## src/inc/eprom_prog_pkg.sv

```systemverilog
package eprom_prog_pkg;
    // ************************************************************
    // geometry
    // ************************************************************
    localparam int ADDR_W = 13;
    localparam int DATA_W = 8;
    localparam logic [DATA_W-1:0] ERASED_BYTE = 8'hFF;

    // ************************************************************
    // timing, figures in their own units
    // ************************************************************
    localparam int CLK_NS          = 100;
    localparam int PULSE_MS        = 50;
    localparam int PULSE_MAX_MS    = 55;
    localparam int SETUP_US        = 2;
    localparam int HOLD_US         = 2;
    localparam int VPP_SETUP_US    = 2;
    localparam int ACCESS_NS       = 300;
    localparam int FLOAT_NS        = 130;

    localparam int PULSE_CYC     = (PULSE_MS * 1000000) / CLK_NS;
    localparam int PULSE_MAX_CYC = (PULSE_MAX_MS * 1000000) / CLK_NS;
    localparam int SETUP_CYC     = (SETUP_US * 1000 + CLK_NS - 1) / CLK_NS;
    localparam int HOLD_CYC      = (HOLD_US * 1000 + CLK_NS - 1) / CLK_NS;
    localparam int VPP_CYC       = (VPP_SETUP_US * 1000 + CLK_NS - 1) / CLK_NS;
    localparam int ACCESS_CYC    = (ACCESS_NS + CLK_NS - 1) / CLK_NS + 1;
    localparam int FLOAT_CYC     = (FLOAT_NS + CLK_NS - 1) / CLK_NS;

    localparam int CNT_W = 20;

    typedef enum logic [1:0] {
        CMD_READ,
        CMD_PROGRAM
    } cmd_t;
endpackage

```

## src/inc/delay_if.sv

```systemverilog
`timescale 1ns/10ps
`default_nettype none
interface delay_if #(parameter int CNT_W = 20);
    logic             load;
    logic [CNT_W-1:0] count;
    logic             done;
    modport ctrl  (output load, output count, input done);
    modport timer (input load, input count, output done);
endinterface
`default_nettype wire

```

## src/delay_timer.sv

```systemverilog
`timescale 1ns/10ps
`default_nettype none
module delay_timer #(
    parameter int CNT_W = 20
) (
    input  wire logic clk_sys,
    input  wire logic reset_n,
    delay_if.timer    dly
);
    logic [CNT_W-1:0] left_reg;
    logic [CNT_W-1:0] left_next;

    always_comb begin
        left_next = left_reg;
        if (dly.load) begin
            left_next = dly.count;
        end else if (left_reg != '0) begin
            left_next = left_reg - 1'b1;
        end
    end

    always_ff @(posedge clk_sys or negedge reset_n) begin
        if (!reset_n) begin
            left_reg <= '0;
        end else begin
            left_reg <= left_next;
        end
    end

    // done is a level from the register alone; folding load in would loop back through the caller
    assign dly.done = (left_reg == '0);
endmodule // delay_timer
`default_nettype wire

```

## src/eprom_programmer.sv

```systemverilog
// How it works
// - raise supply, enable and strobe low
// - drive address and data during programming
// - one 50 ms strobe after stable setup
// - strobe length set by PULSE_CYCLES alone, not clamped to 55 ms (PULSE_MAX_CYC unused)
// - one pulse per location, any order
`timescale 1ns/10ps
`default_nettype none
module eprom_programmer
    import eprom_prog_pkg::*;
#(
    parameter int PULSE_CYCLES = PULSE_CYC,
    parameter int OE_LAG       = 1
) (
    input  wire logic              clk_sys,
    input  wire logic              reset_n,
    // user side
    input  wire logic              reqValid,
    output logic                   reqReady,
    input  wire logic              reqProgram,
    input  wire logic [ADDR_W-1:0] reqAddr,
    input  wire logic [DATA_W-1:0] reqData,
    output logic                   rspValid,
    output logic [DATA_W-1:0]      rspData,
    output logic                   rspVerifyOk,
    output logic                   rspBadBits,
    // device pins
    output logic [ADDR_W-1:0]      memAddr,
    input  wire logic [DATA_W-1:0] memDataIn,
    output logic [DATA_W-1:0]      memDataOut,
    output logic                   memDataOe,
    output logic                   chipEnable_n,
    output logic                   outputEnable_n,
    output logic                   write_strobe_n,
    output logic                   vppHigh
);
    // ************************************************************
    // state
    // ************************************************************
    typedef enum logic [3:0] {
        S_IDLE, S_RD_CE, S_RD_OE, S_RD_SAMPLE,
        S_PG_VPP, S_PG_SETUP, S_PG_PULSE, S_PG_HOLD, S_PG_FLOAT
    } state_t;

    state_t              state_reg,  state_next;
    logic [ADDR_W-1:0]   addr_reg,   addr_next;
    logic [DATA_W-1:0]   wdata_reg,  wdata_next;
    logic                prog_reg,   prog_next;
    logic                ce_n_reg,   ce_n_next;
    logic                oe_n_reg,   oe_n_next;
    logic                pgm_n_reg,  pgm_n_next;
    logic                vpp_reg,    vpp_next;
    logic                dOe_reg,    dOe_next;
    logic                rspV_reg,   rspV_next;
    logic [DATA_W-1:0]   rspD_reg,   rspD_next;
    logic                ok_reg,     ok_next;
    logic                bad_reg,    bad_next;

    // ************************************************************
    // input sampling: three flops, change accepted when 2 and 3 agree
    // ************************************************************
    logic [DATA_W-1:0] din1_reg, din2_reg, din3_reg, dinStable_reg, dinStable_next;

    always_comb begin
        dinStable_next = dinStable_reg;
        if (din2_reg == din3_reg) begin
            dinStable_next = din3_reg;
        end
    end

    always_ff @(posedge clk_sys or negedge reset_n) begin
        if (!reset_n) begin
            din1_reg      <= ERASED_BYTE;
            din2_reg      <= ERASED_BYTE;
            din3_reg      <= ERASED_BYTE;
            dinStable_reg <= ERASED_BYTE;
        end else begin
            din1_reg      <= memDataIn;
            din2_reg      <= din1_reg;
            din3_reg      <= din2_reg;
            dinStable_reg <= dinStable_next;
        end
    end

    // ************************************************************
    // delay timer
    // ************************************************************
    delay_if #(.CNT_W(CNT_W)) dly ();

    delay_timer #(.CNT_W(CNT_W)) u_timer (
        .clk_sys (clk_sys),
        .reset_n (reset_n),
        .dly     (dly)
    );

    // sampler adds four cycles of latency to the read data
    localparam int SAMPLE_CYC = ACCESS_CYC + 4;

    always_comb begin
        state_next = state_reg;
        addr_next  = addr_reg;
        wdata_next = wdata_reg;
        prog_next  = prog_reg;
        ce_n_next  = ce_n_reg;
        oe_n_next  = oe_n_reg;
        pgm_n_next = pgm_n_reg;
        vpp_next   = vpp_reg;
        dOe_next   = dOe_reg;
        rspV_next  = 1'b0;
        rspD_next  = rspD_reg;
        ok_next    = ok_reg;
        dly.load   = 1'b0;
        dly.count  = '0;
        unique case (state_reg)
            S_IDLE: begin
                if (reqValid) begin
                    addr_next  = reqAddr;
                    wdata_next = reqData;
                    prog_next  = reqProgram;
                    ce_n_next  = 1'b0;
                    dly.load   = 1'b1;
                    if (reqProgram) begin
                        vpp_next  = 1'b1;
                        dly.count = CNT_W'(VPP_CYC);
                        state_next = S_PG_VPP;
                    end else begin
                        dly.count  = CNT_W'(OE_LAG);
                        state_next = S_RD_CE;
                    end
                end
            end
            S_RD_CE: begin
                if (dly.done) begin
                    oe_n_next  = 1'b0;
                    dly.load   = 1'b1;
                    dly.count  = CNT_W'(SAMPLE_CYC);
                    state_next = S_RD_OE;
                end
            end
            S_RD_OE: begin
                if (dly.done) begin
                    state_next = S_RD_SAMPLE;
                end
            end
            S_RD_SAMPLE: begin
                rspD_next = dinStable_reg;
                rspV_next = 1'b1;
                ok_next   = !prog_reg || (dinStable_reg == wdata_reg);
                oe_n_next = 1'b1;
                ce_n_next = 1'b1;
                vpp_next  = 1'b0;
                state_next = S_IDLE;
            end
            S_PG_VPP: begin
                if (dly.done) begin
                    dOe_next   = 1'b1;
                    dly.load   = 1'b1;
                    dly.count  = CNT_W'(SETUP_CYC);
                    state_next = S_PG_SETUP;
                end
            end
            S_PG_SETUP: begin
                if (dly.done) begin
                    pgm_n_next = 1'b0;
                    dly.load   = 1'b1;
                    dly.count  = CNT_W'(PULSE_CYCLES);
                    state_next = S_PG_PULSE;
                end
            end
            S_PG_PULSE: begin
                // one bounded pulse, never a steady low level
                if (dly.done) begin
                    pgm_n_next = 1'b1;
                    dly.load   = 1'b1;
                    dly.count  = CNT_W'(HOLD_CYC);
                    state_next = S_PG_HOLD;
                end
            end
            S_PG_HOLD: begin
                if (dly.done) begin
                    dOe_next   = 1'b0;
                    dly.load   = 1'b1;
                    dly.count  = CNT_W'(FLOAT_CYC + 1);
                    state_next = S_PG_FLOAT;
                end
            end
            S_PG_FLOAT: begin
                // verify read under the high supply, strobe high
                if (dly.done) begin
                    oe_n_next  = 1'b0;
                    dly.load   = 1'b1;
                    dly.count  = CNT_W'(SAMPLE_CYC);
                    state_next = S_RD_OE;
                end
            end
            default: begin
                state_next = S_IDLE;
            end
        endcase
    end

    // a zero cell cannot return to one without erasure
    always_comb begin
        bad_next = bad_reg;
        if (state_reg == S_IDLE && reqValid && reqProgram) begin
            bad_next = 1'b0;
        end else if (state_reg == S_RD_SAMPLE && prog_reg) begin
            // requested ones over programmed zeros are a failed verify
            bad_next = |(wdata_reg & ~dinStable_reg);
        end
    end

    always_ff @(posedge clk_sys or negedge reset_n) begin
        if (!reset_n) begin
            state_reg <= S_IDLE;
            addr_reg  <= '0;
            wdata_reg <= ERASED_BYTE;
            prog_reg  <= 1'b0;
            ce_n_reg  <= 1'b1;
            oe_n_reg  <= 1'b1;
            pgm_n_reg <= 1'b1;
            vpp_reg   <= 1'b0;
            dOe_reg   <= 1'b0;
            rspV_reg  <= 1'b0;
            rspD_reg  <= ERASED_BYTE;
            ok_reg    <= 1'b0;
            bad_reg   <= 1'b0;
        end else begin
            state_reg <= state_next;
            addr_reg  <= addr_next;
            wdata_reg <= wdata_next;
            prog_reg  <= prog_next;
            ce_n_reg  <= ce_n_next;
            oe_n_reg  <= oe_n_next;
            pgm_n_reg <= pgm_n_next;
            vpp_reg   <= vpp_next;
            dOe_reg   <= dOe_next;
            rspV_reg  <= rspV_next;
            rspD_reg  <= rspD_next;
            ok_reg    <= ok_next;
            bad_reg   <= bad_next;
        end
    end

    assign reqReady       = (state_reg == S_IDLE);
    assign rspValid       = rspV_reg;
    assign rspData        = rspD_reg;
    assign rspVerifyOk    = ok_reg;
    assign rspBadBits     = bad_reg;
    assign memAddr        = addr_reg;
    assign memDataOut     = wdata_reg;
    assign memDataOe      = dOe_reg;
    assign chipEnable_n   = ce_n_reg;
    assign outputEnable_n = oe_n_reg;
    assign write_strobe_n = pgm_n_reg;
    assign vppHigh        = vpp_reg;
endmodule // eprom_programmer
`default_nettype wire
```

## config.mk

```make
export PLATFORM = sky130hd
export DESIGN_NAME = eprom_programmer
export DESIGN_NICKNAME = d
export VERILOG_FILES = /design/src/inc/eprom_prog_pkg.sv /design/src/inc/delay_if.sv /design/src/delay_timer.sv /design/src/eprom_programmer.sv
export SDC_FILE = /design/constraint.sdc
export NUM_CORES = 1
export LEC_CHECK = 0
export ABC_AREA = 1
export BUFFER_PORTS_ARGS = -buffer_cell sky130_fd_sc_hd__clkbuf_2
export CELL_PAD_IN_SITES_DETAIL_PLACEMENT = 1
export CELL_PAD_IN_SITES_GLOBAL_PLACEMENT = 1
export CORE_AREA = 2 2 83 145
export DETAILED_ROUTE_END_ITERATION = 16
export DIE_AREA = 0 0 85 147
export HOLD_SLACK_MARGIN = 0.1
export PLACE_DENSITY_LB_ADDON = 0.15
export RECOVER_POWER = 50
export SYNTH_ARGS = -nofsm -noshare
export SYNTH_HDL_FRONTEND = slang
export SYNTH_SLANG_ARGS = --single-unit
```

## constraint.sdc

```tcl
create_clock -name clk_sys -period 1.48 [get_ports clk_sys]
set_input_delay 0.296 -clock clk_sys [delete_from_list [all_inputs] [get_ports clk_sys]]
set_output_delay 0.296 -clock clk_sys [all_outputs]
set_load 0.03 [all_outputs]
```

==> results of run 1 <==
[Yosys cell counts]
| cell | n |
|---|---|
| nand4_1 | 4 |
| nand2_4 | 1 |
| nor3_1 | 8 |
| nor2_1 | 51 |
| xor2_1 | 8 |
| a21oi_1 | 21 |
| nor2_4 | 5 |
| inv_2 | 7 |
| buf_6 | 1 |
| xnor2_1 | 12 |
| o21a_1 | 2 |
| nand3_1 | 11 |
| or2_0 | 1 |
| and3_1 | 2 |
| ha_1 | 10 |
| nand4_4 | 1 |
| dfrtp_1 | 43 |
| o21ai_1 | 2 |
| or2_2 | 1 |
| nor4_1 | 2 |
| nand3_2 | 1 |
| nor2_2 | 7 |
| inv_1 | 27 |
| o21ai_0 | 14 |
| buf_4 | 1 |
| nand4_2 | 1 |
| a31oi_1 | 2 |
| dfstp_2 | 51 |
| buf_2 | 6 |
| nand2_2 | 4 |
| nand3_4 | 1 |
| nand2_1 | 147 |
| o211ai_1 | 1 |
[cell families (layout without fill, tap and decap cells)]
family | Yosys count | count (layout) | synth area share [%]
AOI/OAI and AO/OA | 42 | 42 | 5.23
buffers and inverters | 42 | 215 | 4.19
and+or+nand+nor | 248 | 249 | 26.1
adders and majority gates | 10 | 10 | 2.97
DFF | 94 | 94 | 57.4
xor gates and xnor gates | 20 | 20 | 4.16
[final cells by class]
cell class              count  area [um2]
clock buffers               9         225
inverters                  34         148
repair buffers            163        1250
repair inverters            2        17.5
multi-input cells         321        2020
fillers                  1315        5060
clock inverters             7        81.3
flip-flops and latches     94        2420
well taps                 135         169
[worst min-delay path, cell delays in order]
cell      delay [ns]
clkbuf_2        0.08
nand2_1         0.05
nand2_1         0.04
[power by group through the flow]
stage               logic [mW]  clock network, mW  registers [mW]
finish                    7.94               2.33            4.22
global route              8.56               2.49            4.29
CTS                       6.91               2.40            4.15
detailed placement        5.98                  0            4.15
global placement          5.78                  0            4.10
floorplan                 2.83                  0            4.84
[through the flow]
stage               instances  hold WS (ns)  TNS (ns)  total power, mW  cell area, um2
detailed placement        709         0.226     -4.69             10.1            5130
global route              765         0.118     -5.94             15.3            6330
global placement          709         0.229     -2.50             9.88            5130
floorplan                 456      0.000409   -0.0231             7.67            4220
CTS                       750         0.110     -2.40             13.5            5900
finish                    765         0.124     -3.08             14.5            6330
[routing by layer]
metal,vias up,GRT usage (%),part of all wire [%],routed length [um]
met5,-,0,0,0
met4,0,10.9,4.0,554
met3,29,3.99,2.7,379
met2,80,42.3,60,8430
met1,1903,20.5,33,4570
li1,1780,-,-,-
[repair_timing]
item                                    4_1_cts  5_1_grt
hold buffers                                  9        0
pin swaps                                    20       17
endpoints found under the hold margin        24        0
cloned                                        1        5
endpoints found under the setup margin       45       62
gates resized for setup                      64       99
setup buffers                                15       11
[final timing paths]
kind / to
setup / recovery: state_reg[1]$_DFFE_PN0P_
min in group asynchronous: state_reg[1]$_DFFE_PN0P_
max in group asynchronous: memDataOut[0]$_DFFE_PN1P_
hold / removal: memDataOut[1]$_DFFE_PN1P_
hold reg to reg: din2_reg[4]$_DFF_PN1_
setup reg to reg: state_reg[1]$_DFFE_PN0P_
==> reports/metrics.csv, run 1 <==
stage;metric;value;unit
critical_path;max incr delay on CP;0.43;ns
clocking;deepest clock path buffer count;2;
timing;RSZ-0062 raised after global routing;yes;
timing;final-report max-slew violation count;0;
logic_synthesis;Synth top area share;31.8;%
route;initial drt markers;102;
clocking;later-pin clock latency in the skew report;0.35;ns
critical_path;Critical Path RT;1.71;ns
timing;Worst Tran Pin Value;0.650;ns
die;die width;85;um
clocking;clk sink count;94;
critical_path;CP startpoint;state_reg[3]$_DFFE_PN0P_;
global_route;largest net degree at the start of global routing;44;
placement;port buffer count;70;
logic_synthesis;Yosys reg bits;94;
logic_synthesis;Ys Warns;0;
route;routed len/inst;18.2;um
logic_synthesis;sequential share of the synthesized area;57.4;%
power_and_ir_drop;Peak VDD IR;1.43;mV
logic_synthesis;syn nets;499;
worst_hold_path;worst min-delay path class;input port to register;
global_route;antenna violations before repair;0;
critical_path;worst r2r path cells;10;
route;DR vias/cell;4.96;
outcome;status;finished, violations left;
worst_hold_path;hold path start;reqData[1];
timing;Final Hold Fails;0;
cells_and_area;Syn-to-layout area delta;50.2;%
die;starting density of the core;37.0;%
clocking;# H-tree levels;3;
die;die area;12500;um2
global_route;GRT Util Overall;21.6;%
route;DR DRC count;0;
critical_path;slowest stage cell, crit path;dfrtp_1;
logic_synthesis;Mapped Area;4210;um2
placement;HPWL Detailed;9.52;mm
power_and_ir_drop;Static Leak;3.04;nW
timing;Peak Freq;0.596;GHz
timing;Final Cycle Share;113;%
logic_synthesis;cell taking the most area after synthesis;dfstp_2;
worst_hold_path;Hold Crit Depth;3;
timing;Setup violations, final;37;
die;Die Y;147;um
cells_and_area;commonest non-fill, non-tap cell in the layout;nand2_1;
critical_path;Critical R2R Launch;state_reg[3]$_DFFE_PN0P_;
power_and_ir_drop;Comb pwr share;54.8;%
clocking;CTS clk-pin slew, worst paths;0.08;ns
power_and_ir_drop;P_sw;6.44;mW
critical_path;Startpoint Class;register;
die;Row Count;52;
cells_and_area;Layout Nets;668;
critical_path;CP top delay family;simple AND/OR/NAND/NOR gates;
critical_path;Crit Path Class;register to register;
critical_path;critical path peak fanout;4;
route;antenna viol nets, final;0;
power_and_ir_drop;Int Power;8.04;mW
logic_synthesis;Post-Syn Instances;456;
global_route;vias in the first global route;4075;
cells_and_area;post-layout util;55.6;%
timing;final worst path period need;1.68;ns
outcome;failing checks;setup timing;
cells_and_area;# diodes;0;
global_route;grt ovf;0;
power_and_ir_drop;switch share;44.5;%
clocking;CTS tree;yes;
global_route;first-pass GRT wire length;20.5;mm
placement;placer congestion estimate;0.872;
power_and_ir_drop;Cell Pwr Density;2290;nW/um2
logic_synthesis;ranking of synthesized cells by area;dfstp_2, dfrtp_1, nand2_1, nor2_1, ha_1;
critical_path;Worst Path Arrival;1.91;ns
cells_and_area;max reg flops;20;
die;IO Pins;71;
flow_run;MaxCap Viol Count;0;
critical_path;r2r setup slk;-0.20;ns
timing;worst setup margin;-0.196;ns
critical_path;Critical path buffers and inverters;4;
cells_and_area;layout cell share with drive strength beyond 1;52.9;%
logic_synthesis;synthesized area per cell;9.24;um2
timing;Slew HR;56.7;%
critical_path;Crit. path cell count;10;
clocking;CTS buffer count;9;
placement;worst slack, placed;-0.297;ns
cells_and_area;commonest cells after routing, fill and taps aside;nand2_1, clkbuf_2, buf_4, dfstp_2, dfrtp_1;
route;via count;3792;
logic_synthesis;post-synthesis cell type count;33;
power_and_ir_drop;clock share of power;16.1;%
critical_path;crit path cell chain;nor2_4 > inv_2 > nor2_4 > buf_6 > inv_1 > or2_1 > nand2_2 > inv_2 > nand2_1 > o21ai_1;
timing;Worst Clk Skew;0.00980;ns
route;DR pass1 iterations;4;
critical_path;CP endpoint kind;register;
route;DRT Wirelength;13.9;mm
power_and_ir_drop;Flop pwr share;29.1;%
clocking;root buf cell;clkbuf_16;
die;Core Area;11400;um2
Note: power is estimated with default switching activity, not from simulation.
==> run 2: changes to the inputs <==
--- a/config.mk
+++ b/config.mk
@@ -15,6 +15,7 @@
 export HOLD_SLACK_MARGIN = 0.1
 export PLACE_DENSITY_LB_ADDON = 0.15
 export RECOVER_POWER = 50
+export SKIP_LAST_GASP = 1
 export SYNTH_ARGS = -nofsm -noshare
 export SYNTH_HDL_FRONTEND = slang
 export SYNTH_SLANG_ARGS = --single-unit
==> run 2 against run 1 <==
The run still ends with setup timing left. Register-to-register slack better by 0.05 ns. Routed wire length is 8.1% lower. Largest power group unchanged. Fmax is 3.3% higher. Highest routed layer unchanged. Critical path type is now register to output port.
==> reports/metrics.csv, run 2 (synthesized netlist as in run 1, its figures left out) <==
stage;metric;value;unit;change
outcome;status;finished, violations left;;
outcome;failing checks;setup timing;;
critical_path;Startpoint Class;register;;
power_and_ir_drop;Cell Pwr Density;2280;nW/um2;-0.58%
clocking;CTS buffer count;9;;unchanged
timing;Final Hold Fails;0;;unchanged
power_and_ir_drop;switch share;43.8;%;-0.61 points
route;antenna viol nets, final;0;;unchanged
timing;Slew HR;57.3;%;+0.64 points
power_and_ir_drop;Static Leak;2.94;nW;-3.4%
power_and_ir_drop;Tot Pwr;13.7;mW;-5.5%
power_and_ir_drop;Comb pwr share;52.6;%;-2.2 points
clocking;root buf cell;clkbuf_16;;
critical_path;slowest stage cell, crit path;dfrtp_1;;
route;routed len/inst;16.9;um;-7.0%
route;DRT Wirelength;12.8;mm;-8.1%
cells_and_area;post-layout util;52.8;%;-2.8 points
placement;HPWL Detailed;9.52;mm;unchanged
route;DR vias/cell;4.90;;-1.2%
placement;placer congestion estimate;0.872;;unchanged
critical_path;Crit Path Class;register to output port;;
global_route;antenna violations before repair;0;;unchanged
die;die area;12500;um2;unchanged
critical_path;Worst Path Arrival;1.33;ns;-0.58 ns
clocking;CTS tree;yes;;
critical_path;Top cell by count, worst path;nor2_4;;
timing;RSZ-0062 raised after global routing;yes;;
timing;Final Cycle Share;110;%;-3.7 points
critical_path;crit path cell chain;nor2_4 > inv_2 > nor2_4 > buf_6 > clkbuf_8;;
power_and_ir_drop;P_sw;6.00;mW;-6.8%
cells_and_area;layout cell share with drive strength beyond 1;47.2;%;-5.7 points
cells_and_area;max reg flops;20;;unchanged
timing;Worst Tran Pin Value;0.640;ns;-0.00965 ns
critical_path;Critical path buffers and inverters;3;;-1
route;DR pass1 iterations;4;;unchanged
power_and_ir_drop;Peak VDD IR;1.23;mV;-14%
cells_and_area;# diodes;0;;unchanged
clocking;# H-tree levels;3;;unchanged
timing;final worst path period need;1.62;ns;-0.0543 ns
clocking;later-pin clock latency in the skew report;0.35;ns;about the same
cells_and_area;commonest cells after routing, fill and taps aside;nand2_1, clkbuf_2, buf_4, dfstp_2, dfrtp_1;;
critical_path;critical path peak fanout;2;;-2
die;Core Area;11400;um2;unchanged
die;IO Pins;71;;unchanged
cells_and_area;Layout Nets;659;;-1.3%
timing;Peak Freq;0.616;GHz;+3.3%
power_and_ir_drop;Flop pwr share;30.4;%;+1.3 points
die;Row Count;52;;unchanged
worst_hold_path;worst min-delay path class;input port to register;;
cells_and_area;Syn-to-layout area delta;42.8;%;
timing;Setup violations, final;40;;+8.1%
route;DR DRC count;0;;unchanged
global_route;GRT Util Overall;21.5;%;-0.13 points
timing;Worst Clk Skew;0.00868;ns;-0.00112 ns
critical_path;CP top delay family;flip-flops;;
global_route;largest net degree at the start of global routing;44;;unchanged
route;via count;3701;;-2.4%
clocking;clk sink count;94;;unchanged
die;Die Y;147;um;unchanged
power_and_ir_drop;clock share of power;17.0;%;+0.9 points
placement;port buffer count;70;;unchanged
flow_run;MaxCap Viol Count;0;;unchanged
clocking;CTS clk-pin slew, worst paths;0.07;ns;about the same
clocking;deepest clock path buffer count;2;;unchanged
die;starting density of the core;37.0;%;unchanged
die;die width;85;um;unchanged
critical_path;Critical Path RT;1.18;ns;-0.53 ns
timing;worst setup margin;-0.142;ns;+0.0543 ns
critical_path;CP endpoint kind;output port;;
cells_and_area;commonest non-fill, non-tap cell in the layout;nand2_1;;
global_route;first-pass GRT wire length;20.4;mm;-0.34%
global_route;grt ovf;0;;unchanged
route;initial drt markers;79;;-23%
power_and_ir_drop;Int Power;7.68;mW;-4.5%
global_route;vias in the first global route;4046;;-0.71%
timing;final-report max-slew violation count;0;;unchanged
critical_path;max incr delay on CP;0.43;ns;about the same
run 2: power by group through the flow:
stage	combinational [mW]	clock, mW	sequential, mW
after floorplan	2.83	0	4.84
after CTS	6.90	2.40	4.15
after detailed placement	5.98	0	4.15
final	7.20	2.32	4.16
after global routing	7.85	2.49	4.25
after global placement	5.78	0	4.10
run 2: layout make-up:
class	instances	area, um2
multi-input combinational	321	1890
sequential	94	2420
fill	1355	5370
tap	135	169
clock buffer	9	225
inverter	34	135
clock inverter	7	81.3
timing repair buffer	156	1100
run 2: path summary, 6_finish.rpt:
check | start | to | slack [ns] | cells past startpoint
max | state_reg[3]$_DFFE_PN0P_ | reqReady | -0.14 | 5
min | reqData[1] | memDataOut[1]$_DFFE_PN1P_ | 0.12 | 3
max reg2reg | u_timer.left_reg[0]$_DFFE_PN0P_ | u_timer.left_reg[8]$_DFFE_PN0P_ | -0.14 | 10
max in group asynchronous | reset_n | rspData[7]$_DFFE_PN1P_ | 0.14 | 3
min in group asynchronous | reset_n | state_reg[1]$_DFFE_PN0P_ | 0.50 | 2
min reg2reg | din1_reg[6]$_DFF_PN1_ | din2_reg[6]$_DFF_PN1_ | 0.36 | 0
run 2: layer usage:
layer,part of all wire (%),global-route usage (%),vias to the layer above
met5,0,0,-
met4,3.7,9.13,0
met3,2.7,3.65,27
met2,60,42.9,69
met1,34,20.6,1838
li1,-,-,1767
run 2: through the flow:
step | instances | setup TNS [ns] | hold slack [ns] | setup WS [ns] | cell area [um2]
final | 756 | -2.67 | 0.119 | -0.142 | 6010
after global routing | 756 | -6.57 | 0.124 | -0.220 | 6010
after CTS | 750 | -2.44 | 0.110 | -0.137 | 5890
after detailed placement | 709 | -4.69 | 0.226 | -0.297 | 5130
after global placement | 709 | -2.50 | 0.229 | -0.225 | 5130
after floorplan | 456 | -0.0231 | 0.000409 | -0.0119 | 4220
run 2: tightest hold or removal path, cell delays in order:
cell	delay [ns]
clkbuf_2	0.08
nand2_1	0.05
nand2_1	0.04
run 2: what timing repair did:
item                                    CTS  global route
pin swaps                                20            12
hold buffers                              9             0
gates cloned                              1             0
setup buffers                            15             6
resized for setup                        61            30
hold endpoints to repair                 24             0
endpoints found under the setup margin   45            62
==> run 3: changes to the inputs <==
--- a/config.mk
+++ b/config.mk
@@ -15,6 +15,7 @@
 export HOLD_SLACK_MARGIN = 0.1
 export PLACE_DENSITY_LB_ADDON = 0.15
 export RECOVER_POWER = 50
+export SKIP_CTS_REPAIR_TIMING = 1
 export SKIP_LAST_GASP = 1
 export SYNTH_ARGS = -nofsm -noshare
 export SYNTH_HDL_FRONTEND = slang
==> run 3 against run 2 <==
Clock power is essentially flat. Combinational power is 2% lower. Critical path type is now register to register. Worst hold slack gained 0.0050 ns. Clock-buffer cell count did not move. The run still ends with setup timing left.
==> reports/metrics.csv, run 3 (synthesized netlist as in run 1, its figures left out) <==
stage;metric;value;unit;change
outcome;status;finished, violations left;;
outcome;failing checks;setup timing;;
clocking;deepest clock path buffer count;2;;unchanged
route;antenna viol nets, final;0;;unchanged
critical_path;Critical Path RT;1.76;ns;+0.58 ns
timing;Worst Clk Skew;0.00910;ns;+0.000425 ns
critical_path;Worst Path Arrival;1.94;ns;+0.61 ns
global_route;GRT Util Overall;20.1;%;-1.4 points
route;DRT Wirelength;12.6;mm;-1.9%
clocking;later-pin clock latency in the skew report;0.35;ns;about the same
critical_path;Top cell by count, worst path;nand2_1;;
route;via count;3640;;-1.6%
critical_path;CP top delay family;simple AND/OR/NAND/NOR gates;;
die;Die Y;147;um;unchanged
placement;placed cells;709;;unchanged
timing;Final Hold Fails;0;;unchanged
timing;RSZ-0062 raised after global routing;yes;;
clocking;clk sink count;94;;unchanged
route;initial drt markers;79;;unchanged
timing;final-report max-slew violation count;0;;unchanged
cells_and_area;layout cell share with drive strength beyond 1;47.1;%;-0.11 points
critical_path;Startpoint Class;register;;
placement;HPWL Detailed;9.52;mm;unchanged
cells_and_area;Syn-to-layout area delta;41.4;%;
placement;placer congestion estimate;0.872;;unchanged
die;die area;12500;um2;unchanged
critical_path;Critical path buffers and inverters;1;;-2
die;IO Pins;71;;unchanged
clocking;CTS tree;yes;;
critical_path;crit path cell chain;buf_4 > nor2_1 > nand2_1 > nor2_2 > nand2_1 > xnor2_1 > nand2_1 > a21oi_2;;
clocking;CTS buffer count;9;;unchanged
cells_and_area;commonest non-fill, non-tap cell in the layout;nand2_1;;
cells_and_area;commonest cells after routing, fill and taps aside;nand2_1, clkbuf_2, buf_4, dfstp_2, dfrtp_1;;
clocking;root buf cell;clkbuf_16;;
flow_run;MaxCap Viol Count;0;;unchanged
die;Core Area;11400;um2;unchanged
placement;port buffer count;70;;unchanged
die;starting density of the core;37.0;%;unchanged
clocking;# H-tree levels;3;;unchanged
critical_path;CP endpoint kind;register;;
cells_and_area;max reg flops;20;;unchanged
global_route;first-pass GRT wire length;19.1;mm;-6.6%
critical_path;slowest stage cell, crit path;dfrtp_1;;
timing;Final Cycle Share;112;%;+2.6 points
timing;Setup violations, final;27;;-33%
timing;worst setup margin;-0.180;ns;-0.0379 ns
cells_and_area;# diodes;0;;unchanged
global_route;grt ovf;0;;unchanged
clocking;CTS clk-pin slew, worst paths;0.07;ns;about the same
worst_hold_path;worst min-delay path class;input port to register;;
critical_path;max incr delay on CP;0.38;ns;-0.05 ns
power_and_ir_drop;Static Leak;2.90;nW;-1.3%
die;die width;85;um;unchanged
route;DR DRC count;0;;unchanged
cells_and_area;Layout Nets;652;;-1.1%
timing;Slew HR;57.4;%;about the same
timing;final worst path period need;1.66;ns;+0.0379 ns
power_and_ir_drop;Peak VDD IR;1.26;mV;+2.1%
timing;Peak Freq;0.602;GHz;-2.3%
global_route;antenna violations before repair;0;;unchanged
cells_and_area;fin cells;749;;-0.93%
global_route;vias in the first global route;3810;;-5.8%
critical_path;Crit Path Class;register to register;;
global_route;largest net degree at the start of global routing;44;;unchanged
route;DR pass1 iterations;4;;unchanged
timing;Worst Tran Pin Value;0.640;ns;-0.000448 ns
die;Row Count;52;;unchanged
route;routed len/inst;16.8;um;-0.99%
route;DR vias/cell;4.86;;-0.73%
critical_path;critical path peak fanout;4;;+2
placement;worst slack, placed;-0.297;ns;unchanged
power_and_ir_drop;Cell Pwr Density;2280;nW/um2;about the same
[run 3: power breakdown]
group | switching [mW] | total (mW) | internal [mW]
registers | 0.637 | 4.18 | 3.54
logic | 4.24 | 7.06 | 2.82
clock network | 1.11 | 2.32 | 1.21
total | 5.98 | 13.6 | 7.57
[run 3: final timing paths]
check / start / end / slack, ns / cells after the start
min reg2reg: din1_reg[4]$_DFF_PN1_ / din2_reg[4]$_DFF_PN1_ / 0.36 / 0
max in group asynchronous: reset_n / din1_reg[4]$_DFF_PN1_ / 0.14 / 3
max: u_timer.left_reg[1]$_DFFE_PN0P_ / u_timer.left_reg[15]$_DFFE_PN0P_ / -0.18 / 8
max reg2reg: u_timer.left_reg[1]$_DFFE_PN0P_ / u_timer.left_reg[15]$_DFFE_PN0P_ / -0.18 / 8
min in group asynchronous: reset_n / state_reg[1]$_DFFE_PN0P_ / 0.50 / 2
min: reqData[1] / memDataOut[1]$_DFFE_PN1P_ / 0.12 / 3
[run 3: metrics by stage]
stage | area, um2 | util, % | setup TNS (ns) | hold WS (ns) | power [mW]
final | 5950 | 52.3 | -3.30 | 0.124 | 13.6
after global routing | 5950 | 52.3 | -6.03 | 0.125 | 14.5
after CTS | 5430 | 47.7 | -5.88 | -0.142 | 12.5
after detailed placement | 5130 | 45.0 | -4.69 | 0.226 | 10.1
after global placement | 5130 | 45.0 | -2.50 | 0.229 | 9.88
after floorplan | 4220 | - | -0.0231 | 0.000409 | 7.67
[run 3: worst min-delay path, delay by kind of cell]
kind / cells / cell delay, ns
buffers and inverters: 1 / 0.08
AND/OR/NAND/NOR: 2 / 0.09
[run 3: layout make-up]
class | instances | area [um2]
clock buffers | 9 | 225
clock inverters | 7 | 81.3
fillers | 1342 | 5430
inverters | 34 | 135
multi-input cells | 320 | 1870
flip-flops and latches | 94 | 2420
well taps | 135 | 169
repair buffers | 150 | 1050
[run 3: metal layers]
layer	share of wire (%)	track usage, %	up-vias
met3	2.6	3.48	22
li1	-	-	1746
met4	3.0	6.75	0
met2	61	40.7	64
met5	0	0	-
met1	34	19.4	1808
